File: src/logic/wtcm_pkg.sv
`default_nettype none
// Shared constants and carriers of the windowed timeout and clock monitor.
package wtcm_pkg;

  // Register bus widths and register offsets.
  localparam int unsigned ADDR_W = 8;
  localparam int unsigned DATA_W = 8;
  localparam logic [ADDR_W-1:0] ADDR_SVC    = 8'h00;
  localparam logic [ADDR_W-1:0] ADDR_STATUS = 8'h01;
  localparam logic [ADDR_W-1:0] ADDR_CONFIG = 8'h02;

  // Service register field layout and fixed key.
  localparam int unsigned WIN_MSB = 7;
  localparam int unsigned WIN_LSB = 6;
  localparam int unsigned KEY_MSB = 5;
  localparam int unsigned KEY_LSB = 1;
  localparam int unsigned CM_BIT  = 0;
  localparam logic [4:0]  KEY_VALUE = 5'h0C;
  localparam logic [4:0]  KEY_READ  = 5'h00;
  localparam logic [1:0]  WIN_RESET = 2'h3;
  localparam logic        CM_RESET  = 1'b1;

  // Configuration option register: bit set means monitor disabled.
  localparam int unsigned CFG_DIS_BIT = 2;
  localparam logic [DATA_W-1:0] CFG_RESET = 8'h00;

  // Timing: system clock and instruction cycle.
  localparam int unsigned CLK_PERIOD_NS = 10;
  localparam int unsigned T_INSTR_NS    = 1000;
  localparam int unsigned INSTR_DIV     = T_INSTR_NS / CLK_PERIOD_NS;
  localparam int unsigned DIV_W         = 7;

  // Service window limits in instruction cycles.
  localparam int unsigned CNT_W          = 17;
  localparam int unsigned LOWER_LIMIT    = 256;
  localparam int unsigned UPPER_BASE     = 8192;

  // Fault hold after the pin is seen low, in instruction cycles (16 to 32).
  localparam int unsigned FAULT_HOLD_CYC = 24;
  localparam int unsigned HOLD_W         = 5;

  // Clock monitor: oscillator edge must arrive within this time.
  localparam int unsigned CM_TIMEOUT_US  = 1000;
  localparam int unsigned CM_TIMEOUT_CYC = CM_TIMEOUT_US * 1000 / CLK_PERIOD_NS;
  localparam int unsigned CM_W           = 20;

  // Register bus request carrier.
  typedef struct packed {
    logic              wr;
    logic              rd;
    logic [ADDR_W-1:0] addr;
    logic [DATA_W-1:0] wdata;
  } wtcm_bus_req_t;

  // Timeout fault sequence states, one-hot.
  typedef enum logic [3:0] {
    T_IDLE  = 4'h1,
    T_DRIVE = 4'h2,
    T_HOLD  = 4'h4,
    T_WAIT  = 4'h8
  } wtcm_tstate_t;

endpackage
`default_nettype wire

File: src/logic/wtcm_monitor.sv
// Chosen here: strobed register access and the register offsets.
`timescale 1ns/10ps
`default_nettype none
module wtcm_monitor
#(
  parameter int unsigned CM_TIMEOUT = wtcm_pkg::CM_TIMEOUT_CYC
)
(
  input  wire logic                  mclk,
  input  wire logic                  rst,
  input  wire wtcm_pkg::wtcm_bus_req_t bus_req,
  output var  logic [wtcm_pkg::DATA_W-1:0] rd_data,
  input  wire logic                  low_power,
  input  wire logic                  osc_clock_input,
  input  wire logic                  port_g_pin1_in,
  output var  logic                  timeout_fault_out,
  output var  logic                  timeout_fault_oe_n
);
  import wtcm_pkg::*;

  logic [DIV_W-1:0]  div_q;
  logic              instr_en;
  logic [1:0]        pin_sync_q;
  logic [2:0]        osc_sync_q;
  logic              pin_low;
  logic              osc_edge;
  logic [DATA_W-1:0] cfg_q;
  logic              mon_en;
  logic [1:0]        win_q;
  logic              cm_en_q;
  logic              first_done_q;
  logic [CNT_W-1:0]  cnt_q;
  logic [CNT_W-1:0]  upper_lim;
  logic              svc_wr;
  logic              key_ok;
  logic              fields_ok;
  logic              busy;
  logic              svc_take;
  logic              svc_ok;
  logic              svc_err;
  logic              timeout;
  wtcm_tstate_t      tstate_q;
  logic [HOLD_W-1:0] hold_q;
  logic [CM_W-1:0]   cm_cnt_q;
  logic              cm_err_q;
  logic [HOLD_W-1:0] cm_hold_q;
  logic              drive_q;
  logic              fault_d;

  // Instruction-cycle enable from the system clock divider.
  always_ff @(posedge mclk)
  begin
    if (rst || div_q == DIV_W'(INSTR_DIV - 1))
      div_q <= '0;
    else
      div_q <= div_q + 1'b1;
  end
  assign instr_en = (div_q == DIV_W'(INSTR_DIV - 1));

  // Pin and oscillator levels come from outside, so each passes two flops first.
  always_ff @(posedge mclk)
  begin
    if (rst)
    begin
      pin_sync_q <= 2'h3;
      osc_sync_q <= 3'h0;
    end
    else
    begin
      pin_sync_q <= {pin_sync_q[0], port_g_pin1_in};
      osc_sync_q <= {osc_sync_q[1:0], osc_clock_input};
    end
  end
  assign pin_low  = ~pin_sync_q[1];
  assign osc_edge = osc_sync_q[2] ^ osc_sync_q[1];

  // Configuration option register; the disable bit switches the whole monitor off.
  always_ff @(posedge mclk)
  begin
    if (rst)
      cfg_q <= CFG_RESET;
    else if (bus_req.wr && bus_req.addr == ADDR_CONFIG)
      cfg_q <= bus_req.wdata;
  end
  assign mon_en = ~cfg_q[CFG_DIS_BIT];

  // Service decode. The window, key and monitor bit are compared over bits 7..0 after the first write.
  assign svc_wr    = mon_en && bus_req.wr && bus_req.addr == ADDR_SVC;
  assign key_ok    = bus_req.wdata[KEY_MSB:KEY_LSB] == KEY_VALUE;
  assign fields_ok = key_ok && bus_req.wdata[WIN_MSB:WIN_LSB] == win_q
                     && bus_req.wdata[CM_BIT] == cm_en_q;
  assign busy      = (tstate_q != T_IDLE) || pin_low;
  assign svc_take  = svc_wr && !busy;
  assign svc_ok    = svc_take && (first_done_q
                     ? (fields_ok && cnt_q >= CNT_W'(LOWER_LIMIT)) : key_ok);
  assign svc_err   = svc_take && !svc_ok;
  assign upper_lim = CNT_W'(UPPER_BASE) << win_q;
  assign timeout   = tstate_q == T_IDLE && instr_en && !low_power
                     && cnt_q == upper_lim - 1'b1;

  // Window and monitor choice: armed at reset, fixed by the first keyed write only.
  always_ff @(posedge mclk)
  begin
    if (rst)
    begin
      win_q        <= WIN_RESET;
      cm_en_q      <= CM_RESET;
      first_done_q <= 1'b0;
    end
    else if (svc_ok && !first_done_q)
    begin
      win_q        <= bus_req.wdata[WIN_MSB:WIN_LSB];
      cm_en_q      <= bus_req.wdata[CM_BIT];
      first_done_q <= 1'b1;
    end
  end

  // Window counter, in instruction cycles. It stands still in low-power modes, so a
  // stopped core is not punished, and restarts on each valid service or timeout fault release.
  always_ff @(posedge mclk)
  begin
    if (rst || !mon_en || tstate_q != T_IDLE || svc_ok)
      cnt_q <= '0;
    else if (instr_en && !low_power)
      cnt_q <= cnt_q + 1'b1;
  end

  // Timeout fault sequence: drive low, wait to see the pin low, hold, release.
  always_ff @(posedge mclk)
  begin
    if (rst || !mon_en)
    begin
      tstate_q <= T_IDLE;
      hold_q   <= '0;
    end
    else
    begin
      unique case (tstate_q)
        T_IDLE:
          if (svc_err || timeout)
            tstate_q <= T_DRIVE;
        T_DRIVE:
          if (pin_low)
          begin
            tstate_q <= T_HOLD;
            hold_q   <= HOLD_W'(FAULT_HOLD_CYC - 1);
          end
        T_HOLD:
          if (instr_en)
          begin
            if (hold_q == '0)
              tstate_q <= T_WAIT;
            else
              hold_q <= hold_q - 1'b1;
          end
        T_WAIT:
          if (!pin_low)
            tstate_q <= T_IDLE;
      endcase
    end
  end

  // Clock monitor: a missing oscillator edge for the timeout span is a frequency error.
  // The span sits between 100 us (10 kHz cycle rate) and 100 ms (10 Hz), so both
  // limits hold with margin; the monitor keeps running in halt and idle.
  always_ff @(posedge mclk)
  begin
    if (rst || !mon_en || !cm_en_q || osc_edge)
      cm_cnt_q <= '0;
    else if (cm_cnt_q != CM_W'(CM_TIMEOUT))
      cm_cnt_q <= cm_cnt_q + 1'b1;
  end

  // Error level and its release hold after the clock recovers.
  always_ff @(posedge mclk)
  begin
    if (rst || !mon_en || !cm_en_q)
    begin
      cm_err_q  <= 1'b0;
      cm_hold_q <= '0;
    end
    else if (cm_cnt_q == CM_W'(CM_TIMEOUT))
    begin
      cm_err_q  <= 1'b1;
      cm_hold_q <= HOLD_W'(FAULT_HOLD_CYC);
    end
    else
    begin
      cm_err_q <= 1'b0;
      if (instr_en && cm_hold_q != '0)
        cm_hold_q <= cm_hold_q - 1'b1;
    end
  end

  // Either source pulls the shared open-drain pin low.
  assign fault_d = mon_en && (tstate_q == T_DRIVE || tstate_q == T_HOLD
                   || cm_err_q || cm_hold_q != '0);

  always_ff @(posedge mclk)
  begin
    if (rst)
    begin
      drive_q            <= 1'b0;
      timeout_fault_out  <= 1'b0;
      timeout_fault_oe_n <= 1'b1;
    end
    else
    begin
      drive_q            <= fault_d;
      timeout_fault_out  <= 1'b0;
      timeout_fault_oe_n <= ~fault_d;
    end
  end

  // Register reads, answered the cycle after the strobe; the key never reads back.
  always_ff @(posedge mclk)
  begin
    if (rst)
      rd_data <= '0;
    else if (bus_req.rd)
    begin
      unique case (bus_req.addr)
        ADDR_SVC:    rd_data <= {win_q, KEY_READ, cm_en_q};
        ADDR_STATUS: rd_data <= {3'h0, first_done_q, cm_err_q, drive_q, pin_low,
                                 (tstate_q != T_IDLE)};
        ADDR_CONFIG: rd_data <= cfg_q;
        default:     rd_data <= '0;
      endcase
    end
    else
      rd_data <= '0;
  end
endmodule
`default_nettype wire

File: config.mk
export PLATFORM = sky130hd
export DESIGN_NAME = wtcm_monitor
export DESIGN_NICKNAME = d
export VERILOG_FILES = /design/src/logic/wtcm_pkg.sv /design/src/logic/wtcm_monitor.sv
export SDC_FILE = /design/constraint.sdc
export NUM_CORES = 1
export LEC_CHECK = 0
export BUFFER_PORTS_ARGS = -buffer_cell sky130_fd_sc_hd__buf_2
export CELL_PAD_IN_SITES_DETAIL_PLACEMENT = 0
export CELL_PAD_IN_SITES_GLOBAL_PLACEMENT = 1
export CORE_MARGIN = 2
export CORE_UTILIZATION = 41
export DETAILED_ROUTE_END_ITERATION = 10
export GPL_TIMING_DRIVEN = 0
export PLACE_DENSITY_LB_ADDON = 0.1
export SLEW_MARGIN = 10
export SYNTH_ARGS = -nofsm -noshare
export SYNTH_HDL_FRONTEND = slang
export SYNTH_SLANG_ARGS = --single-unit
export TNS_END_PERCENT = 30
File: constraint.sdc
create_clock -name mclk -period 1.8 [get_ports mclk]
set_input_delay 0.36 -clock mclk [delete_from_list [all_inputs] [get_ports mclk]]
set_output_delay 0.36 -clock mclk [all_outputs]
set_load 0.02 [all_outputs]
==> results_dict.tcl <==
set metrics [dict create \
    routed_wl_um 8309 \
    fin_crit_sh_pct 105.2 \
    powerDensity_nw_per_um2 806.5 \
    first_iter_violations 58 \
    setup_slack_ps -93.42 \
    mostFrequentLayoutCell "nor2_1" \
    cp_cell_sequence "inv_2 > ha_1 > or4b_4 > o31ai_4 > o31a_1 > o31ai_1 > a32o_1" \
    die_w_um 101.8 \
    detail_route.wl_per_cell_um 13.44 \
    start_util_pct 42.45 \
    overflow 0 \
    cp-end-kind "flop" \
    via_per_inst 5.086 \
    nets 516 \
    insertedDiodeCount 0 \
    slew_headroom_pct 43.16 \
    final.min_clock_period_ps 1893 \
    area_growth_pct 20.19 \
    yosysWarnings 0 \
    clockRootBuffer "clkbuf_8" \
    synth_edf_count 0 \
    core-area_um2 9240 \
    slowest_delay_ps 480 \
    ctsHoldBuffers 0 \
    worst-r2r-setup-slack_ps -90 \
    hold_violations 0 \
    ys_seq_area_share_pct 43.89 \
    dr_total_vias 3143 \
    arrival_ps 2130 \
    rows 35 \
    grt_start_max_net_pins 14 \
    clk_pin_slew_ps 80 \
    worstHoldPathType "in2reg" \
    ir_worst_vdd_mv 0.4033 \
    dpl_cell_area_um2 4262 \
    crit_fanout 3 \
    synth.distinct_cells 54 \
    antenna_found_initial 0 \
    finalSetupViolCount 19 \
    synthArstFlopShare_pct 0 \
    final_cell_mix "nor2_1 (73), dfxtp_1 (71), buf_2 (30)" \
    hpwl_um 5796 \
    fmax_ghz 0.5281 \
    cap_violations 0 \
    ant_nets 0 \
    finClkSkew_ps 14.13 \
    drv_slew 0 \
    synthesis.area_um2 3923 \
    outcome "finished, violations left" \
    grt.total_usage_pct 16.60 \
    p_leak_nw 1.775 \
    fin_area_um2 4715 \
    violations "setup timing" \
    cts_buffer_depth 2 \
    ioPinCount 33 \
    path_class "reg2reg" \
    netlist_instances 432 \
    drc 0 \
    port_buffers 29 \
    slowest_stage "or4b_4" \
    worst_setup_path_start_kind "flop" \
    synth_seq_cells 86 \
    tritoncts "done" \
    rsz0062_at_grt "yes" \
    crit_required_ps 2040 \
    die_h_um 101.8 \
    worstMarginPinSlew_ps 840.8 \
    grt_pass1_wl_um 13540 \
    syn_nets 463 \
    numCtsBuffers 9 \
    synth_ff_type "dfxtp_1" \
    grt_pass1_vias 2892 \
    dr.pass1.iters 4 \
    dieArea_um2 10370 \
    clock_sinks 86 \
    p_total_w 0.003802 \
    htree_levels 3 \
    gp_congestion 0.7583 \
    clk_latency_ps 340 \
    drive_gt1_share_pct 23.11 \
    synth.avg_cell_area_um2 9.080 \
]
[cell usage after synthesis, types with 11 or more instances]
| cell | count | share of area, % |
|---|---|---|
| a21oi_1 | 18 | 2.3 |
| dfxtp_1 | 86 | 44 |
| inv_1 | 16 | 1.5 |
| mux2i_1 | 11 | 2.8 |
| nand2_1 | 19 | 1.8 |
| nand3_1 | 20 | 2.6 |
| nand4_1 | 11 | 1.8 |
| nor2_1 | 74 | 7.1 |
| nor2b_1 | 11 | 1.8 |
| nor3_1 | 11 | 1.4 |
| xnor2_1 | 22 | 4.9 |
| xor2_1 | 24 | 5.4 |
[state kept, by name, summed over array words and instances, names as in the netlist, 2 cells and up]
signal / count
cm_cnt_q: 20
cnt_q: 17
cfg_q: 8
rd_data: 8
div_q: 7
cm_hold_q: 5
hold_q: 5
tstate_q: 4
osc_sync_q: 3
pin_sync_q: 2
win_q: 2
[path summary, 6_finish.rpt]
path,start,cells after the start,endpoint
worst min-delay path,port_g_pin1_in,2,pin_sync_q[0]$_SDFF_PP1_
worst max register to register,hold_q[0]$_SDFFE_PP0P_,7,tstate_q[1]$_SDFFE_PP0P_
worst max-delay path,hold_q[0]$_SDFFE_PP0P_,7,tstate_q[1]$_SDFFE_PP0P_
worst min register to register,pin_sync_q[0]$_SDFF_PP1_,1,pin_sync_q[1]$_SDFF_PP1_
[cell families after synthesis]
family                   Yosys count  share of synthesized area, %
flip-flops                        86                         43.89
XOR/XNOR                          46                         10.27
adder cells (fa/ha/maj)            8                         2.552
buffers and inverters             29                         3.381
other                              1                       0.09560
AO/OA/AOI/OAI                     47                         8.421
multiplexers                      11                         2.807
AND/OR/NAND/NOR                  204                         28.58
[layout make-up]
type | count | area, um2
Buffer | 11 | 81.33
Clock buffer | 11 | 131.4
Clock inverter | 4 | 48.80
Fill cell | 901 | 4526
Inverter | 16 | 60.06
Multi-Input combinational cell | 317 | 2203
Sequential cell | 86 | 1750
Tap cell | 129 | 161.4
Timing Repair Buffer | 44 | 277.8
[through the flow]
step | setup TNS [ps] | instances | setup slack, ps | utilization [%] | hold slack (ps)
2_1_floorplan | -1848 | 432 | -136.9 | - | 389.5
3_3_place_gp | -13590 | 590 | -458.0 | 46.12 | 403.8
3_5_place_dp | -13960 | 590 | -448.1 | 46.12 | 396.9
4_1_cts | -487.3 | 614 | -88.98 | 49.79 | 176.7
5_1_grt | -1967 | 618 | -172.1 | 51.02 | 180.9
6_report | -347.5 | 618 | -93.42 | 51.02 | 192.5
[per-layer routing]
layer  vias up  global-route usage, %  wire [um]
met5         -                      0          0
met4         0                  7.282        159
met3        15                  2.531        280
met2        39                  27.58       3801
met1      1471                  21.47       4067
li1       1618                      -          -
[where the power goes]
group	internal (W)	switching (W)	total [W]
combinational	0.000255	0.000288	0.000543
sequential	0.00194	0.0000271	0.00197
clock	0.000634	0.000655	0.00129
total	0.00283	0.000970	0.00380
[timing repair]
item                       CTS  global route
buffers inserted            10             4
setup endpoints to repair   47            48
gates cloned                 1             0
gates resized for setup     27            24
pin swaps                   15             7
[critical path, delay by kind of cell, from the launching register on]
| kind | cells | cell delay (ps) |
|---|---|---|
| and+or+nand+nor | 1 | 480 |
| DFF | 1 | 330 |
| AOI/OAI and AO/OA | 4 | 790 |
| buffers and inverters | 1 | 50 |
| adders and majority gates | 1 | 130 |
(Power assumes the default switching activity.)
